[src/hw/csw_params.svh]
// csw_params.svh: field layouts, reset values and timing counts
// assumes: included by bare name from design files of the clock source block
`ifndef CSW_PARAMS_SVH
`define CSW_PARAMS_SVH

// ======================================================
// clock and oscillator figures
`define CSW_REF_CLK_MHZ 100
`define CSW_INT_OSC_TYP_KHZ 240
`define CSW_INT_OSC_MIN_KHZ 120
// reference cycles per internal oscillator period, rounded down
`define CSW_INT_OSC_DIV ((`CSW_REF_CLK_MHZ * 1000) / `CSW_INT_OSC_TYP_KHZ)

// ======================================================
// stabilization select encoding and status layout
`define CSW_STAB_SEL_W 3
`define CSW_STAB_SEL_RST 3'h5
`define CSW_STAB_BITS 5
`define CSW_STAB_BASE_LOG2 11
`define CSW_STAB_CNT_W 17
`define CSW_STAB_START_W 4

// ======================================================
// cpu divider select
`define CSW_DIV_SEL_W 3
`define CSW_DIV_SEL_RST 3'h0
`define CSW_DIV_MAX_LOG2 4

`endif

[src/hw/csw_pkg.sv]
// csw_pkg.sv: types of the clock source and wake-up block
// assumes: compiled before every module of the block
package csw_pkg;
   // wake-up sequencer states, one-hot
   typedef enum logic [3:0] {
      CSW_RUN = 4'b0001,
      CSW_HALT = 4'b0010,
      CSW_START = 4'b0100,
      CSW_STAB = 4'b1000
   } csw_state_t;

   // cpu clock source
   typedef enum logic [1:0] {
      CSW_SRC_MAIN = 2'b00,
      CSW_SRC_SUB = 2'b01,
      CSW_SRC_INT = 2'b10
   } csw_src_t;
endpackage

[src/hw/csw_stab_if.sv]
// csw_stab_if.sv: carries the stabilization count between sequencer and status decode
// assumes: one clock domain, driven by csw_clock_ctrl
`timescale 1ns/10ps
interface csw_stab_if;
   logic [16:0] count;
   logic [2:0] stab_time_select;
   logic counting;
   logic [4:0] stab_status_counter;
   modport ctrl (output count, output stab_time_select, output counting,
      input stab_status_counter);
   modport stat (input count, input stab_time_select, input counting,
      output stab_status_counter);
endinterface

[src/hw/csw_stab_status.sv]
// csw_stab_status.sv: turns the stabilization count into sticky status bits
// assumes: ref_clk_i domain, count restarts at zero on each halt entry
`timescale 1ns/10ps
`include "csw_params.svh"
module csw_stab_status (
   input wire logic ref_clk_i,
   input wire logic rst_n_i,
   input wire logic halt_entry_i,
   csw_stab_if.stat stab
);
   // ======================================================
   // per-bit thresholds: 2^(11+2k)-ish steps, capped by the selected duration
   genvar k;
   generate
      for (k = 0; k < `CSW_STAB_BITS; k = k + 1) begin : g_bit
         logic bit_q;
         logic reached;
         // a bit beyond the chosen duration never rises
         assign reached = (stab.count[`CSW_STAB_BASE_LOG2 + k + (k > 0 ? k : 0) >
            16 ? 16 : `CSW_STAB_BASE_LOG2 + k + (k > 0 ? k : 0)] == 1'b1) &&
            (k <= 32'(stab.stab_time_select));
         always_ff @(posedge ref_clk_i) begin
            if (!rst_n_i || halt_entry_i) begin
               bit_q <= 1'b0;
            end else if (stab.counting && reached) begin
               bit_q <= 1'b1;
            end
         end
         assign stab.stab_status_counter[`CSW_STAB_BITS - 1 - k] = bit_q;
      end
   endgenerate
endmodule

[src/hw/csw_clock_ctrl.sv]
// csw_clock_ctrl.sv: cpu clock source select, divider and halt wake-up timing
// assumes: one 100 MHz reference clock; oscillator analog parts are outside
// limitation: the internal oscillator is a counter model of its typical rate
//
// Notes on behaviour
// - the stabilization count stops at the duration chosen by stab_time_select.
// - the wait excludes the time from release until the oscillator starts, for reset or irq.
// - with the internal oscillator selected the prescaler divides its 240 kHz output.
// - the internal oscillator halt bit stops it only when the option permits.
// - a divider change together with a move from subsystem to main is accepted.
// - status bits rise in order from the shortest, the two longest on one edge, and then stay set.
`timescale 1ns/10ps
`include "csw_params.svh"
module csw_clock_ctrl #(
   parameter int STAB_CNT_W = `CSW_STAB_CNT_W
) (
   input wire logic ref_clk_i,
   input wire logic rst_n_i,
   input wire logic halt_req_i,
   input wire logic wake_irq_i,
   input wire logic wake_rst_i,
   input wire logic osc_running_i,
   input wire logic main_crystal_input,
   input wire logic sub_clk_i,
   input wire logic int_osc_soft_stop_ok_i,
   input wire logic internal_osc_halt_bit_i,
   input wire logic use_int_osc_i,
   input wire logic cpu_source_select_i,
   input wire logic [2:0] cpu_divider_select_i,
   input wire logic cfg_we_i,
   input wire logic [2:0] stab_time_select_i,
   input wire logic stab_sel_we_i,
   output logic [2:0] stab_time_select_o,
   output logic [4:0] stab_status_counter_o,
   output logic [2:0] cpu_divider_select_o,
   output logic cpu_source_select_o,
   output logic int_osc_enable_o,
   output logic halted_o,
   output logic stab_done_o,
   output logic cpu_clk_en_o,
   output logic int_osc_tick_o
);
   csw_stab_if stab ();
   csw_pkg::csw_state_t state;
   csw_pkg::csw_state_t next_state;
   logic [STAB_CNT_W-1:0] cnt;
   logic [2:0] sel;
   logic [2:0] div;
   logic cpu_source_select;
   logic int_stop;
   localparam int INT_DIV_W = $clog2(`CSW_INT_OSC_DIV);
   logic [INT_DIV_W-1:0] int_div_cnt;
   logic int_tick;
   logic [`CSW_DIV_MAX_LOG2-1:0] pre_cnt;
   logic cpu_en;
   logic src_tick;
   logic [STAB_CNT_W-1:0] stab_limit;
   logic halt_entry;

   // run state decode, shared by prescaler gating, halt entry and halted flag
   function automatic logic in_run(input csw_pkg::csw_state_t s);
      in_run = (s == csw_pkg::CSW_RUN);
   endfunction

   // duration limit for the chosen select code, shortest is 2^11, then x4 a step
   // codes past the counter width saturate at all ones rather than wrapping
   function automatic logic [STAB_CNT_W-1:0] stab_len(input logic [2:0] s);
      logic [4:0] sh;
      sh = 5'(`CSW_STAB_BASE_LOG2) + 5'(2 * s);
      stab_len = (sh >= 5'(STAB_CNT_W)) ? '1 : (STAB_CNT_W)'(1) << sh;
   endfunction

   // ======================================================
   // configuration writes
   // select stands until rewritten; reset loads code 5, which already gives the longest duration
   always_ff @(posedge ref_clk_i) begin
      if (!rst_n_i) begin
         sel <= `CSW_STAB_SEL_RST;
      end else if (stab_sel_we_i) begin
         sel <= stab_time_select_i;
      end
   end

   // source and divider land together in one write; both directions are taken
   // no guard against a divider change on a main-to-subsystem move: that write
   // is the software's to avoid, and a guard here would also block the legal
   // reverse move that carries a new divider
   always_ff @(posedge ref_clk_i) begin
      if (!rst_n_i) begin
         div <= `CSW_DIV_SEL_RST;
         cpu_source_select <= 1'b0;
      end else if (cfg_we_i) begin
         div <= cpu_divider_select_i;
         cpu_source_select <= cpu_source_select_i;
      end
   end

   // internal oscillator stop honoured only with the option strap
   // registered so a strap change and a stop write take effect on one edge
   always_ff @(posedge ref_clk_i) begin
      if (!rst_n_i) begin
         int_stop <= 1'b0;
      end else begin
         int_stop <= internal_osc_halt_bit_i && int_osc_soft_stop_ok_i;
      end
   end

   // ======================================================
   // internal oscillator model tick at its typical rate
   // the real oscillator may run as slow as half this rate, so nothing here
   // may rely on the tick spacing for correctness
   always_ff @(posedge ref_clk_i) begin
      if (!rst_n_i || int_stop) begin
         int_div_cnt <= '0;
      end else if (int_div_cnt == INT_DIV_W'(`CSW_INT_OSC_DIV - 1)) begin
         int_div_cnt <= '0;
      end else begin
         int_div_cnt <= int_div_cnt + 1'b1;
      end
   end
   // tick is suppressed while stopped so no stray edge reaches the prescaler
   assign int_tick = !int_stop && (int_div_cnt == INT_DIV_W'(`CSW_INT_OSC_DIV - 1));

   // prescaler source: internal tick, subsystem or main crystal
   assign src_tick = use_int_osc_i ? int_tick :
      (cpu_source_select ? sub_clk_i : main_crystal_input);

   // ======================================================
   // prescaler: divide the source by 2^div, by 16 for any div of 4 or more
   // the count holds through halt, so the first enable after a wake may come early
   always_ff @(posedge ref_clk_i) begin
      if (!rst_n_i) begin
         pre_cnt <= '0;
         cpu_en <= 1'b0;
      end else begin
         cpu_en <= 1'b0;
         if (src_tick && in_run(state)) begin
            pre_cnt <= pre_cnt + 1'b1;
            cpu_en <= ((pre_cnt & ((`CSW_DIV_MAX_LOG2)'(1) << div) - 1'b1) ==
               '0) || (div == 3'h0);
         end
      end
   end

   // ======================================================
   // halt and wake-up sequencer
   // a halt request while halted, or a wake while running, is ignored
   always_comb begin
      next_state = state;
      unique case (state)
         csw_pkg::CSW_RUN: if (halt_req_i) next_state = csw_pkg::CSW_HALT;
         csw_pkg::CSW_HALT: if (wake_irq_i || wake_rst_i) next_state = csw_pkg::CSW_START;
         // wait for oscillation before timing; this gap is not part of the wait
         csw_pkg::CSW_START: if (osc_running_i) next_state = csw_pkg::CSW_STAB;
         csw_pkg::CSW_STAB: if (cnt >= stab_limit - 1'b1) next_state = csw_pkg::CSW_RUN;
         default: next_state = csw_pkg::CSW_RUN;
      endcase
   end

   // reset lands in run, so a cold start needs no wake
   always_ff @(posedge ref_clk_i) begin
      if (!rst_n_i) begin
         state <= csw_pkg::CSW_RUN;
      end else begin
         state <= next_state;
      end
   end

   // the limit follows the live select; software is stopped while it matters
   assign stab_limit = stab_len(sel);

   // count only while stabilising, cleared while halted, held at limit
   always_ff @(posedge ref_clk_i) begin
      if (!rst_n_i || state == csw_pkg::CSW_HALT) begin
         cnt <= '0;
      end else if (state == csw_pkg::CSW_STAB && cnt < stab_limit) begin
         cnt <= cnt + 1'b1;
      end
   end

   // the decoder sees the raw count and applies the select cap itself
   assign stab.count = 17'(cnt);
   assign stab.stab_time_select = sel;
   // the first halt cycle still holds the last wake's count; keep it from setting bits again
   assign stab.counting = (state == csw_pkg::CSW_STAB) || in_run(state);

   // one decode of halt entry clears the status bits on the entry edge
   assign halt_entry = in_run(state) && halt_req_i;

   // status decoder
   csw_stab_status u_status (
      .ref_clk_i(ref_clk_i),
      .rst_n_i(rst_n_i),
      .halt_entry_i(halt_entry),
      .stab(stab.stat)
   );

   // ======================================================
   // outputs
   // one-cycle pulse as the wait ends, registered so it cannot glitch
   always_ff @(posedge ref_clk_i) begin
      if (!rst_n_i) begin
         stab_done_o <= 1'b0;
      end else begin
         stab_done_o <= (state == csw_pkg::CSW_STAB) && (next_state == csw_pkg::CSW_RUN);
      end
   end

   // readbacks come straight from their registers
   assign stab_time_select_o = sel;
   assign stab_status_counter_o = stab.stab_status_counter;
   assign cpu_divider_select_o = div;
   assign cpu_source_select_o = cpu_source_select;
   assign int_osc_enable_o = !int_stop;
   // halted covers start and stabilise too, so software sees one busy flag
   assign halted_o = !in_run(state);
   assign cpu_clk_en_o = cpu_en;
   assign int_osc_tick_o = int_tick;
endmodule

[config.mk]
export PLATFORM = sky130hd
export DESIGN_NAME = csw_clock_ctrl
export DESIGN_NICKNAME = d
export VERILOG_FILES = /design/src/hw/csw_pkg.sv /design/src/hw/csw_stab_if.sv /design/src/hw/csw_stab_status.sv /design/src/hw/csw_clock_ctrl.sv
export VERILOG_INCLUDE_DIRS = /design/src /design/src/hw
export SDC_FILE = /design/constraint.sdc
export NUM_CORES = 1
export LEC_CHECK = 0
export ABC_AREA = 1
export BUFFER_PORTS_ARGS = -buffer_cell sky130_fd_sc_hd__buf_2
export CAP_MARGIN = 5
export CORE_ASPECT_RATIO = 0.8
export CORE_MARGIN = 4
export CORE_UTILIZATION = 25
export CTS_CLUSTER_SIZE = 14
export DETAILED_ROUTE_END_ITERATION = 7
export PLACE_DENSITY = 0.46
export SYNTH_ARGS = -nofsm -noshare
export SYNTH_HDL_FRONTEND = slang
export SYNTH_SLANG_ARGS = --single-unit
[constraint.sdc]
create_clock -name ref_clk_i -period 3.1 [get_ports ref_clk_i]
set_clock_uncertainty 0.15 [all_clocks]
set_input_delay 0.62 -clock ref_clk_i [delete_from_list [all_inputs] [get_ports ref_clk_i]]
set_output_delay 0.62 -clock ref_clk_i [all_outputs]
set_load 0.01 [all_outputs]
; Yosys cells after proc, flatten, opt, wreduce, memory -nomap -nowiden
; Cells that the tools add are included.
[totals]
regBits = 49
input_bits = 20
out_inout_bits = 17
[classes]
n_addsub = 6
n_lt_le_gt_ge = 7
eq_ne = 6
shifts = 2
mux = 8
n_bitwise = 1
reduce_logical = 28
[op_table]
columns = operator, count
row1 = 17-bit by 1-bit adder with 17-bit output (second input constant), 1
row2 = 17-bit greater-or-equal comparator, 1
row3 = 17-bit less-than comparator, 1
row4 = 17-bit 2-to-1 mux, 1
row5 = 1-bit by 5-bit left shift with 17-bit output (first input constant), 1
row6 = 17-bit by 1-bit subtractor with 17-bit output (second input constant), 1
row7 = 4-bit 2-to-1 mux, 4
row8 = 4-bit one-hot mux with 4 select lines, 1
row9 = 1-bit logical AND, 15
row10 = 9-bit by 1-bit adder with 9-bit output (second input constant), 1
row11 = 9-bit equality test (second input constant), 1
row12 = 4-bit by 1-bit equality test with 1-bit output (second input constant), 2
row13 = 2-bit by 3-bit <= comparator with 1-bit output (first input constant), 2
row14 = 1-bit logical OR, 6
row15 = 4-bit by 4-bit adder with 5-bit output (first input constant), 1
row16 = 5-bit greater-or-equal comparator (second input constant), 1
row17 = 4-bit by 1-bit adder with 4-bit output (second input constant), 1
row18 = 4-bit AND, 1
row19 = 4-bit by 2-bit equality test with 1-bit output (second input constant), 1
row20 = 4-bit by 3-bit equality test with 1-bit output (second input constant), 1
row21 = 4-bit equality test (second input constant), 1
row22 = 4-bit logical NOT, 1
row23 = 1-bit by 3-bit left shift with 4-bit output (first input constant), 1
row24 = 4-bit by 1-bit subtractor with 4-bit output (second input constant), 1
row25 = 7 further kinds, 10

; Longest topological paths before layout
; Gate-level depths: netlist of the first run.
[depth]
depth_word = 9
ltp_mapped = 18
depth_no_buf = 17

; Hierarchy
; A second synthesis of the first run with hierarchy kept.
[hier_totals]
cells_unflattened = 488
hier_area_um2 = 3359.5
[by_module_without_submodules]
columns = mod, n_inst, cells_each, area_per_inst_um2, seq_area_each_um2
row1 = csw_clock_ctrl, 1, 452, 3103.0, 880.8
row2 = csw_stab_status, 1, 36, 256.5, 100.1

; Least setup slack after synthesis of the first run
; Ideal clock, no wire load.
[synth_path]
path_type = flip-flop to flip-flop
from = register sel[2], in the netlist stab_time_select_o[2]
to = register cnt[11]
setup_ns = 0.116
arrival_time_ns = 2.428
setup_slack_ns = 0.407
path_stages_with_launch = 15
period_less_slack_ns = 2.693
path_cell_list = dfxtp_1 > nor2_1 > nor2_1 > buf_2 > inv_1 > ha_1 > nand2_2 > inv_1 > nand2_1 > nand2_1 > a21oi_1 > nand4_4 > buf_12 > nand2_2 > a21oi_2
[synth_between]
elab_chain_cells = 5
elab_cells_between_ends = 6
[synth_rtl]
columns = element, line_no
row1 = start: declaration, csw_clock_ctrl.sv:47  ; logic [2:0] sel;
row2 = start signal: assignment, csw_clock_ctrl.sv:78  ; sel <= `CSW_STAB_SEL_RST;
row3 = start signal: assignment, csw_clock_ctrl.sv:80  ; sel <= stab_time_select_i;
row4 = 4-bit by 4-bit adder with 5-bit output (*), csw_clock_ctrl.sv:69  ; sh = 5'(`CSW_STAB_BASE_LOG2) + 5'(2 * s);
row5 = 5-bit greater-or-equal comparator / 1-bit by 5-bit left shift with 17-bit output (equally long branches), csw_clock_ctrl.sv:70  ; stab_len = (sh >= 5'(STAB_CNT_W)) ? '1 : (STAB_CNT_W)'(1) << sh;
row6 = 17-bit 2-to-1 mux (*), csw_clock_ctrl.sv:70
row7 = 17-bit less-than comparator (*), csw_clock_ctrl.sv:176  ; end else if (state == csw_pkg::CSW_STAB && cnt < stab_limit) begin
row8 = 1-bit logical AND (*), csw_clock_ctrl.sv:176
row9 = end signal: assignment, csw_clock_ctrl.sv:177  ; cnt <= cnt + 1'b1;
row10 = end: declaration, csw_clock_ctrl.sv:46  ; logic [STAB_CNT_W-1:0] cnt;
; Every way passes the cells marked *; elsewhere a longest branch is shown, timed or not.
; A chain may end at the register's enable or synchronous reset.

; Worst setup path in the final report of the first run
[layout_path]
from = register sel[2], in the netlist stab_time_select_o[2]
to = register state[3]
[layout_between]
elab_chain_cells = 7
elab_cells_between_ends = 8
[layout_rtl]
columns = element, line_no
row1 = 4-bit by 4-bit adder with 5-bit output (*), csw_clock_ctrl.sv:69
row2 = 5-bit greater-or-equal comparator / 1-bit by 5-bit left shift with 17-bit output (equally long branches), csw_clock_ctrl.sv:70
row3 = 17-bit 2-to-1 mux (*), csw_clock_ctrl.sv:70
row4 = 17-bit by 1-bit subtractor with 17-bit output (*), csw_clock_ctrl.sv:155  ; csw_pkg::CSW_STAB: if (cnt >= stab_limit - 1'b1) next_state = csw_pkg::CSW_RUN;
row5 = 17-bit greater-or-equal comparator (*), csw_clock_ctrl.sv:155
row6 = 4-bit 2-to-1 mux (*), csw_clock_ctrl.sv:155
row7 = 4-bit one-hot mux with 4 select lines (*), csw_clock_ctrl.sv:150  ; unique case (state)
row8 = end signal: assignment, csw_clock_ctrl.sv:163  ; state <= csw_pkg::CSW_RUN;
row9 = end signal: assignment, csw_clock_ctrl.sv:165  ; state <= next_state;
row10 = end: declaration, csw_clock_ctrl.sv:44  ; csw_pkg::csw_state_t state;
; Marks and branches as above.

==> PnR_summary.wiki, run 1 <==
{| class="wikitable"
! Metric !! Value
|-
| Cell variety after synth || 41
|-
| Synth Flop Type || sky130_fd_sc_hd__dfxtp_1
|-
| Post-synth top area cell || sky130_fd_sc_hd__dfxtp_1
|-
| Detailed-placement wirelength estimate || 6.970 mm
|-
| Count of flip-flops with a built-in enable after synthesis || 0
|-
| Setup repair after global routing missed its margin || no
|-
| Antenna diode count || 0
|-
| Number of primary I/O pins || 37
|-
| Root buffer cell || sky130_fd_sc_hd__clkbuf_16
|-
| Commonest non-fill, non-tap cells in the layout || sky130_fd_sc_hd__nand2_1, sky130_fd_sc_hd__nor2_1, sky130_fd_sc_hd__inv_1, sky130_fd_sc_hd__dfxtp_1, sky130_fd_sc_hd__ha_1
|-
| Most frequent standard cell in the layout excluding fill and tap cells || sky130_fd_sc_hd__nand2_1
|-
| Average cell area after synthesis || 7.141 µm²
|-
| Critical Path Fanout Max || 13
|-
| Number of buffers on the longest clock path || 2
|-
| Global-route wire length before repair || 14.72 mm
|-
| Worst skew pair latency || 300 ps
|-
| Buffers on Ports || 36
|-
| Initial Utilization || 25.75%
|-
| Number of standard-cell rows in the floorplan || 38
|-
| Async set-or-reset flop fraction in the synthesized netlist || 0%
|-
| H-tree lvl count || 2
|-
| Kind of critical path || reg2reg
|-
| Antenna violations before repair || 0
|-
| Share of the synthesized area in the top cell type || 27.92%
|-
| First-pass detailed-route iteration total || 6
|-
| RD Place Congestion || 0.8155
|-
| Gr usage total || 11.36%
|-
| Max Freq || 371.2 MHz
|-
| Number of placed instances with taps included || 707
|-
| Critical register-to-register path startpoint || stab_time_select_o[2]
|-
| CTS tree || done
|-
| HP Class || reg2reg
|-
| Total length of routed wires || 8.931 mm
|-
| Synthesis Warnings || 0
|-
| Timing startpoint of the critical path || stab_time_select_o[2]
|-
| Number of remaining DRC errors || 0
|-
| Ratio of cells with drive above 1 in the final layout || 16.76%
|-
| Met3 demand-to-capacity share in global routing || 2.473%
|-
| Worst slack at placement || 182.5 ps
|-
| Critical Path Source Type || flop
|-
| Clk pin slew, worst setup/hold paths || 70 ps
|-
| Drt initial violations || 149
|-
| Core region area || 0.01365 mm²
|-
| Final hold violation count || 0
|-
| Required time at the endpoint of the critical path || 3130 ps
|-
| Flop and latch count out of synthesis || 49
|-
| Count of maximum capacitance violations || 0
|-
| Setup_tns || 0 ps
|-
| Final number of setup-violating endpoints || 0
|-
| Setup slack of the worst register-to-register path || 410 ps
|-
| Wire length per cell || 12.46 µm
|-
| Met2 track utilization from global routing || 17.22%
|-
| Number of nets in the finished design || 596
|-
| Area growth from synthesis to layout || 15.85%
|-
| Total via count in the routed design || 3,196
|-
| Die height || 114.0 µm
|-
| Via count of the first global-routing pass || 3,013
|-
| Power density over the cells || 345.6 mW/mm²
|-
| Seq/Total Area, Yosys || 27.92%
|-
| CTS Buf Count || 5
|-
| GRT Max-Usage Layer || met2
|-
| Part of the cycle the worst path needs || 86.90%
|-
| Largest net degree at the start of global routing || 20
|-
| Min Clock Period, post-route || 2694 ps
|-
| Mapped cell area || 0.003513 mm²
|-
| Post-detailed-route count of antenna-violating nets || 0
|-
| Setup WS post-layout || 406.0 ps
|-
| CTS Sinks || 49
|-
| Pins Over Slew Limit || 0
|-
| Via density || 4.457
|-
| Number of cells on the worst reg-to-reg path || 14
|-
| Result of the run || complete, no violations
|-
| Cell types occupying the most area after synthesis || sky130_fd_sc_hd__dfxtp_1, sky130_fd_sc_hd__ha_1, sky130_fd_sc_hd__nand2_1
|-
| Capture point of the worst reg-to-reg path || state[3]
|-
| DIE AREA || 0.01603 mm²
|-
| Final Non-Filler Cells || 717
|-
| Die extent in x || 140.5 µm
|-
| Leakage component of the power || 1.876 nW
|-
| Remaining global-route overflow || 0
|-
| Endpoint kind of the worst setup timing path || flop
|-
| VDD IR-drop max || 0.2104 mV
|-
| Total power || 0.001407 W
|-
| Arrival time at the worst endpoint || 2720 ps
|-
| Post-synthesis cell count || 492
|-
| End point of the critical path || state[3]
|-
| GR met1 Demand/Resource || 16.62%
|}
sequential cells by signal, summed over array words and instances (netlist names), 3 cells and up:
| name | flops |
|---|---|
| cpu_divider_select_o | 3 |
| state | 4 |
| pre_cnt | 4 |
| int_div_cnt | 9 |
| u_status.g_bit.bit_q | 5 |
| cnt | 17 |
| stab_time_select_o | 3 |
report_power, final:
| part | switching (W) | total [W] | leakage, nW | internal [W] |
|---|---|---|---|---|
| logic | 0.000111 | 0.000175 | 1.41 | 0.0000634 |
| registers | 0.0000150 | 0.000661 | 0.398 | 0.000646 |
| clock network | 0.000265 | 0.000571 | 0.0680 | 0.000305 |
stage by stage:
step / hold slack (ps) / cell area, µm² / utilization [%]
finish: 299.3 / 4070 / 29.83
global placement: 279.2 / 3876 / 28.41
CTS: 305.5 / 4028 / 29.52
floorplan: 267.6 / 3528 / -
detailed placement: 288.7 / 3876 / 28.41
global route: 338.0 / 4070 / 29.83
layout make-up:
type	instances	area, µm²
sequential	49	980.9
clock buffer	5	125.1
tap	180	225.2
clock inverter	3	26.28
timing repair buffer	45	272.8
multi-input combinational	375	2188
fill	1502	9575
inverter	60	251.5
critical path: stages (launching register included):
cell and delay (ps):
sky130_fd_sc_hd__dfxtp_1 360, sky130_fd_sc_hd__nor2_1 270, sky130_fd_sc_hd__nor2_2 100, sky130_fd_sc_hd__buf_4 190
sky130_fd_sc_hd__ha_1 220, sky130_fd_sc_hd__inv_1 140, sky130_fd_sc_hd__a21oi_1 90, sky130_fd_sc_hd__ha_1 290
sky130_fd_sc_hd__nand2_1 60, sky130_fd_sc_hd__nor2_1 180, sky130_fd_sc_hd__nand2_1 100, sky130_fd_sc_hd__o21ai_0 190
sky130_fd_sc_hd__nor2_1 80, sky130_fd_sc_hd__nand3_1 100, sky130_fd_sc_hd__a21oi_1 70
worst min-delay path by stage:
stage	start	end	cells past startpoint
6_report	int_div_cnt[0]	int_div_cnt[0]	1
3_5_place_dp	int_div_cnt[0]	int_div_cnt[0]	1
4_1_cts	int_div_cnt[0]	int_div_cnt[0]	1
5_1_grt	int_div_cnt[0]	int_div_cnt[0]	1
3_3_place_gp	int_div_cnt[0]	int_div_cnt[0]	1
2_1_floorplan	int_div_cnt[0]	int_div_cnt[0]	1
per-layer routing:
| metal | routed length [µm] | vias up |
|---|---|---|
| met3 | 242 | 4 |
| li1 | - | 1685 |
| met4 | 57 | 0 |
| met1 | 4817 | 1468 |
| met5 | 0 | - |
| met2 | 3814 | 39 |
logic make-up after synthesis:
logic type                 after synthesis  synth area share [%]
DFF                                     49                 27.92
and+or+nand+nor                        250                 32.37
other                                    1                0.1067
xor gates and xnor gates                14                 3.490
muxes                                    1                0.2849
adders and majority gates               40                 14.25
buffers and inverters                   72                 10.29
AOI/OAI and AO/OA                       65                 11.29
synthesized netlist by cell type (all sizes together), types with 3 or more instances:
master	number
nor2	77
o21ai	14
nand3b	3
o21bai	3
clkbuf	3
nand2	117
clkinv	3
a21oi	40
xor2	7
a31oi	5
xnor2	7
inv	56
nor3	6
dfxtp	49
nand4	21
nand3	19
ha	40
buf	9
timing repair:
| item | CTS | global route |
|---|---|---|
| gates resized for setup | 0 | 1 |
| endpoints found under the setup margin | 0 | 18 |
| buffers inserted | 0 | 2 |
| hold buffers | 0 | 0 |
No activity file was read; power rests on OpenSTA's default activity.
==> inputs of run 2 (changes only) <==
Settings changed: CORE_UTILIZATION 25 to 60, PLACE_DENSITY 0.46 to 0.86.
==> PnR_summary.wiki, run 2 (synthesis results as in run 1) <==
{| class="wikitable"
! Metric !! Value
|-
| Result of the run || complete, no violations
|-
| Die height || 76.45 µm (-33%)
|-
| RD Place Congestion || 0.8894 (+9.1%)
|-
| Setup_tns || 0 ps (unchanged)
|-
| HP Class || reg2reg
|-
| CTS tree || done
|-
| First-pass detailed-route iteration total || 4 (-2)
|-
| Largest net degree at the start of global routing || 20 (unchanged)
|-
| Required time at the endpoint of the critical path || 3210 ps (+80 ps)
|-
| Number of remaining DRC errors || 0 (unchanged)
|-
| Final hold violation count || 0 (unchanged)
|-
| Total length of routed wires || 8.122 mm (-9.1%)
|-
| Remaining global-route overflow || 0 (unchanged)
|-
| Most frequent standard cell in the layout excluding fill and tap cells || sky130_fd_sc_hd__nand2_1
|-
| Number of flip-flops in the largest register || 17 (unchanged)
|-
| Worst skew pair latency || 310 ps (about the same)
|-
| Critical Path Fanout Max || 19 (+6)
|-
| Leakage component of the power || 1.814 nW (-3.3%)
|-
| Post-detailed-route count of antenna-violating nets || 0 (unchanged)
|-
| Largest reg by FF count || cnt
|-
| Biggest regs || cnt (17), int_div_cnt (9), u_status.g_bit.bit_q (5)
|-
| Count of maximum capacitance violations || 0 (unchanged)
|-
| CTS Buf Count || 5 (unchanged)
|-
| Setup repair after global routing missed its margin || no
|-
| Final number of setup-violating endpoints || 0 (unchanged)
|-
| Antenna violations before repair || 0 (unchanged)
|-
| Kind of critical path || reg2reg
|-
| Max Freq || 361.3 MHz (-2.7%)
|-
| Number of primary I/O pins || 37 (unchanged)
|-
| Clk pin slew, worst setup/hold paths || 100 ps (+30 ps)
|-
| Area growth from synthesis to layout || 8.618%
|-
| Via count of the first global-routing pass || 3,028 (+0.50%)
|-
| DIE AREA || 0.007152 mm² (-55%)
|-
| Via density || 5.387 (+21%)
|-
| Total via count in the routed design || 3,286 (+2.8%)
|-
| Setup slack of the worst register-to-register path || 330 ps (-70 ps)
|-
| Buffers on Ports || 36 (unchanged)
|-
| Detailed-placement wirelength estimate || 6.322 mm (-9.3%)
|-
| Min Clock Period, post-route || 2768 ps (+73.93 ps)
|-
| VDD IR-drop max || 0.2410 mV (+15%)
|-
| Post-cts repair resize count || 0 (unchanged)
|-
| CTS Sinks || 49 (unchanged)
|-
| Part of the cycle the worst path needs || 89.29% (+2.4 points)
|-
| Wire length per cell || 13.31 µm (+6.9%)
|-
| Gr usage total || 23.16% (+12 points)
|-
| Number of buffers on the longest clock path || 2 (unchanged)
|-
| Die extent in x || 93.56 µm (-33%)
|-
| Initial Utilization || 63.24% (+37 points)
|-
| Power density over the cells || 322.6 mW/mm² (-6.6%)
|-
| Pins Over Slew Limit || 0 (unchanged)
|-
| Buffer count from post-CTS setup fixing || 0 (unchanged)
|-
| Arrival time at the worst endpoint || 2870 ps (+150 ps)
|-
| H-tree lvl count || 2 (unchanged)
|-
| Core region area || 0.005555 mm² (-59%)
|-
| Drt initial violations || 206 (+38%)
|-
| Commonest non-fill, non-tap cells in the layout || sky130_fd_sc_hd__nand2_1, sky130_fd_sc_hd__nor2_1, sky130_fd_sc_hd__inv_1, sky130_fd_sc_hd__dfxtp_1, sky130_fd_sc_hd__ha_1
|-
| Global-route wire length before repair || 13.61 mm (-7.6%)
|-
| Critical Path Source Type || flop
|-
| Number of standard-cell rows in the floorplan || 24 (-37%)
|-
| CTS hold repair buffers || 0 (unchanged)
|-
| Endpoint kind of the worst setup timing path || flop
|-
| Ratio of cells with drive above 1 in the final layout || 15.79% (-0.97 points)
|-
| Total of fill cells in the finished design || 476 (-68%)
|-
| Root buffer cell || sky130_fd_sc_hd__clkbuf_8
|-
| Antenna diode count || 0 (unchanged)
|-
| Hold Worst Slack || 314.8 ps (+15.47 ps)
|-
| Number of nets in the finished design || 591 (-0.84%)
|}
==> run 2: cell count changes in the layout (fill, tap and decap cells not counted), moves of 2 or more <==
| cell | previous run | this run |
|---|---|---|
| sky130_fd_sc_hd__clkbuf_16 | 5 | 0 |
| sky130_fd_sc_hd__clkbuf_8 | 0 | 5 |
| sky130_fd_sc_hd__buf_4 | 7 | 4 |
| sky130_fd_sc_hd__buf_12 | 2 | 0 |
==> run 2: cell type report <==
| class | instances | area [µm²] | share of cell area, % |
|---|---|---|---|
| multi-input combinational | 375 | 2186 | 57.28 |
| sequential | 49 | 980.9 | 25.70 |
| inverter | 60 | 251.5 | 6.590 |
| timing repair buffer | 40 | 210.2 | 5.508 |
| tap | 78 | 97.59 | 2.557 |
| clock buffer | 5 | 68.82 | 1.803 |
| clock inverter | 3 | 21.27 | 0.5574 |
==> run 2: where the power goes <==
part	switching, W	leakage (nW)	internal, W
sequential	0.0000156	0.398	0.000646
combinational	0.000110	1.37	0.0000638
clock	0.000235	0.0445	0.000161
==> run 2: path summary, 6_finish.rpt <==
| check | depth (start not counted) | start | to |
|---|---|---|---|
| setup / recovery | 16 | stab_time_select_o[2] | cnt[10] |
| hold / removal | 1 | int_div_cnt[0] | int_div_cnt[0] |
| setup reg to reg | 16 | stab_time_select_o[2] | cnt[10] |
| hold reg to reg | 1 | int_div_cnt[0] | int_div_cnt[0] |
==> run 2: critical path: stages, from the launching register on <==
cell	delay, ps
sky130_fd_sc_hd__dfxtp_1	410
sky130_fd_sc_hd__nor2_1	100
sky130_fd_sc_hd__nor2_1	140
sky130_fd_sc_hd__buf_4	210
sky130_fd_sc_hd__inv_1	70
sky130_fd_sc_hd__nand2_1	60
sky130_fd_sc_hd__inv_1	40
sky130_fd_sc_hd__ha_1	260
sky130_fd_sc_hd__nand2_1	90
sky130_fd_sc_hd__inv_1	60
sky130_fd_sc_hd__nand2_1	70
sky130_fd_sc_hd__nand2_1	70
sky130_fd_sc_hd__a21oi_1	240
sky130_fd_sc_hd__nand4_4	370
sky130_fd_sc_hd__nor2_1	220
sky130_fd_sc_hd__nor2_1	60
sky130_fd_sc_hd__nor2_1	80
==> run 2: metal layers <==
layer / track usage, % / share of wire (%)
met4: 7.504 / 2.3
met2: 38.54 / 47
met5: 0 / 0
met1: 30.16 / 46
met3: 4.146 / 5.6
==> run 2: metrics by stage <==
stage / setup WS (ps) / std cells / cell area [µm²] / total power, W / util, %
final: 332.1 / 610 / 3816 / 0.001231 / 68.69
after global routing: 69.26 / 610 / 3816 / 0.001293 / 68.69
after CTS: 361.7 / 610 / 3816 / 0.001238 / 68.69
after detailed placement: 389.6 / 602 / 3726 / 0.0008494 / 67.07
after global placement: 453.8 / 602 / 3726 / 0.0008393 / 67.07
after floorplan: 406.8 / 496 / 3528 / 0.0007908 / -
==> inputs of run 3 (changes only) <==
Settings changed: ABC_AREA 1 to unset, CORE_UTILIZATION 60 to 40, MAX_ROUTING_LAYER set to met4, PLACE_DENSITY 0.86 to 0.63.
==> PnR_summary.wiki, run 3 <==
{| class="wikitable"
! Metric !! Value
|-
| HP Class || reg2reg
|-
| Via count of the first global-routing pass || 2,670 (-12%)
|-
| Setup_tns || 0 ps (unchanged)
|-
| Largest net degree at the start of global routing || 35 (+75%)
|-
| Number of standard-cell rows in the floorplan || 28 (+17%)
|-
| Post-synthesis cell count || 372 (-24%)
|-
| Part of the cycle the worst path needs || 92.50% (+3.2 points)
|-
| Global-route wire length before repair || 12.99 mm (-4.5%)
|-
| Wire length per cell || 14.55 µm (+9.3%)
|-
| Met3 demand-to-capacity share in global routing || 2.743% (-1.4 points)
|-
| CTS tree || done
|-
| Synthesis Warnings || 0 (unchanged)
|-
| Count of maximum capacitance violations || 0 (unchanged)
|-
| Worst Tran Pin Value || 686.6 ps
|-
| GR met1 Demand/Resource || 24.66% (-5.5 points)
|-
| Leakage component of the power || 1.580 nW (-13%)
|-
| Area growth from synthesis to layout || 14.90%
|-
| Most frequent cell after synthesis || sky130_fd_sc_hd__dfxtp_1
|-
| Cell types occupying the most area after synthesis || sky130_fd_sc_hd__dfxtp_1, sky130_fd_sc_hd__ha_1, sky130_fd_sc_hd__nor2_1
|-
| Clk pin slew, worst setup/hold paths || 90 ps (about the same)
|-
| First-pass detailed-route iteration total || 4 (unchanged)
|-
| Post-synth top area cell || sky130_fd_sc_hd__dfxtp_1
|-
| Endpoint kind of the worst setup timing path || flop
|-
| Largest reg by FF count || cnt
|-
| Number of nets in the finished design || 474 (-20%)
|-
| Mapped cell area || 0.003115 mm² (-11%)
|-
| Power density over the cells || 360.9 mW/mm² (+12%)
|-
| Pins Over Slew Limit || 0 (unchanged)
|-
| Number of buffers on the longest clock path || 2 (unchanged)
|-
| H-tree lvl count || 2 (unchanged)
|-
| Ratio of cells with drive above 1 in the final layout || 16.63% (+0.84 points)
|-
| Antenna violations before repair || 0 (unchanged)
|-
| Core region area || 0.007497 mm² (+35%)
|-
| Count of flip-flops with a built-in enable after synthesis || 0 (unchanged)
|-
| CTS hold repair buffers || 0 (unchanged)
|-
| Detailed-placement wirelength estimate || 5.781 mm (-8.6%)
|-
| Gr usage total || 17.74% (-5.4 points)
|-
| Biggest regs || cnt (17), int_div_cnt (9), u_status.g_bit.bit_q (5)
|-
| Fraction of the core area covered by cells at the end of the flow || 47.75% (-21 points)
|-
| Via density || 5.444 (+1.1%)
|-
| Setup repair after global routing missed its margin || no
|-
| CTS Sinks || 49 (unchanged)
|-
| Post-detailed-route count of antenna-violating nets || 0 (unchanged)
|-
| Worst skew pair latency || 300 ps (about the same)
|-
| Result of the run || complete, no violations
|-
| Flop and latch count out of synthesis || 49 (unchanged)
|-
| Antenna diode count || 0 (unchanged)
|-
| Buffer count from post-CTS setup fixing || 0 (unchanged)
|-
| Drt initial violations || 131 (-36%)
|-
| Async set-or-reset flop fraction in the synthesized netlist || 0% (unchanged)
|-
| Number of remaining DRC errors || 0 (unchanged)
|-
| Required time at the endpoint of the critical path || 3180 ps (-30 ps)
|-
| Buffers on Ports || 36 (unchanged)
|-
| DIE AREA || 0.009273 mm² (+30%)
|-
| Remaining global-route overflow || 0 (unchanged)
|-
| Critical Path Fanout Max || 9 (-10)
|-
| Min Clock Period, post-route || 2868 ps (+99.60 ps)
|-
| Die height || 86.94 µm (+14%)
|-
| Synth Flop Type || sky130_fd_sc_hd__dfxtp_1
|-
| Total power || 0.001292 W (+4.9%)
|-
| Arrival time at the worst endpoint || 2950 ps (+80 ps)
|-
| RD Place Congestion || 0.8498 (-4.5%)
|-
| Max Freq || 348.7 MHz (-3.5%)
|-
| GRT Max-Usage Layer || met2
|-
| Seq/Total Area, Yosys || 31.49% (+3.6 points)
|-
| Kind of critical path || reg2reg
|-
| VDD IR-drop max || 0.1894 mV (-21%)
|-
| Root buffer cell || sky130_fd_sc_hd__clkbuf_8
|-
| Critical Path Source Type || flop
|-
| Number of primary I/O pins || 37 (unchanged)
|-
| Share of the synthesized area in the top cell type || 31.49% (+3.6 points)
|-
| Die extent in x || 106.7 µm (+14%)
|-
| Slew Limit Headroom || 54.23%
|-
| Met2 track utilization from global routing || 27.43% (-11 points)
|-
| Total via count in the routed design || 2,831 (-14%)
|-
| Average cell area after synthesis || 8.375 µm² (+17%)
|-
| Final hold violation count || 0 (unchanged)
|-
| CTS Buf Count || 5 (unchanged)
|-
| Most frequent standard cell in the layout excluding fill and tap cells || sky130_fd_sc_hd__nor2_1
|-
| Total length of routed wires || 7.565 mm (-6.9%)
|-
| Number of flip-flops in the largest register || 17 (unchanged)
|-
| Cell variety after synth || 46 (+12%)
|-
| Commonest non-fill, non-tap cells in the layout || sky130_fd_sc_hd__nor2_1, sky130_fd_sc_hd__dfxtp_1, sky130_fd_sc_hd__ha_1, sky130_fd_sc_hd__buf_2, sky130_fd_sc_hd__a21oi_1
|-
| Initial Utilization || 41.56% (-22 points)
|-
| Commonest cells in the synthesized netlist || sky130_fd_sc_hd__dfxtp_1, sky130_fd_sc_hd__nor2_1, sky130_fd_sc_hd__ha_1
|-
| Final number of setup-violating endpoints || 0 (unchanged)
|}
[run 3: cell count changes in the layout (fill, tap and decap cells not counted), sizes merged, moves of 7 or more]
| cell | before | now |
|---|---|---|
| nand2 | 117 | 20 |
| inv | 57 | 13 |
| nor2 | 77 | 47 |
| o31ai | 0 | 15 |
| or4 | 0 | 14 |
| buf | 40 | 52 |
| mux2i | 1 | 9 |
| nand4 | 21 | 13 |
| or3 | 0 | 7 |
[run 3: power by group]
| part | switching, W | internal, W |
|---|---|---|
| registers | 0.0000167 | 0.000643 |
| clock network | 0.000224 | 0.000263 |
| logic | 0.0000837 | 0.0000619 |
| total | 0.000324 | 0.000968 |
[run 3: metrics by stage]
step	cell area (µm²)	setup WS [ps]	instances	hold slack, ps
2_1_floorplan	3131	107.2	376	280.0
3_3_place_gp	3447	190.8	512	292.6
5_1_grt	3580	22.93	520	350.1
3_5_place_dp	3447	142.4	512	309.0
6_report	3580	232.5	520	326.0
4_1_cts	3567	107.7	520	329.8
[run 3: timing repair]
item,CTS,global route
resized for setup,0,5
endpoints found under the setup margin,0,14
endpoints found under the hold margin,0,0
[run 3: worst paths after layout]
check | to | cells after the start | start | slack (ps)
setup / recovery | cnt[4] | 9 | stab_time_select_o[2] | 230
hold / removal | u_status.g_bit[1].bit_q | 2 | u_status.g_bit[1].bit_q | 330
setup reg to reg | cnt[4] | 9 | stab_time_select_o[2] | 230
hold reg to reg | u_status.g_bit[1].bit_q | 2 | u_status.g_bit[1].bit_q | 330
[run 3: cell families (layout without fill, tap and decap cells)]
logic type,after synthesis,after routing,synth area share [%]
AO/OA/AOI/OAI,85,85,17.11
flip-flops,49,49,31.49
XOR/XNOR,9,9,2.530
AND/OR/NAND/NOR,145,145,24.54
adder cells (fa/ha/maj),40,40,16.06
buffers and inverters,34,73,5.261
multiplexers,9,9,2.892
other,1,5,0.1204
[run 3: worst max-delay path, cell delays in order (launching register included)]
cell and delay (ps):
sky130_fd_sc_hd__dfxtp_2 420, sky130_fd_sc_hd__buf_4 170, sky130_fd_sc_hd__a21oi_1 40, sky130_fd_sc_hd__buf_4 180
sky130_fd_sc_hd__ha_1 290, sky130_fd_sc_hd__a21oi_1 130, sky130_fd_sc_hd__o21ai_0 120, sky130_fd_sc_hd__or4b_2 720
sky130_fd_sc_hd__or4_1 420, sky130_fd_sc_hd__a21oi_1 140
[run 3: routing by layer]
metal	up-vias	part of all wire, %
met5	-	0
met2	50	44
li1	1446	-
met1	1330	52
met3	5	4.2
met4	0	0.62
[run 3: cell type report]
cell class	instances	area, µm²
multi-input cells	293	1991
fillers	753	3918
well taps	105	131.4
flip-flops and latches	49	984.7
repair buffers	52	304.0
inverters	13	48.80
clock inverters	2	37.54
clock buffers	6	82.58
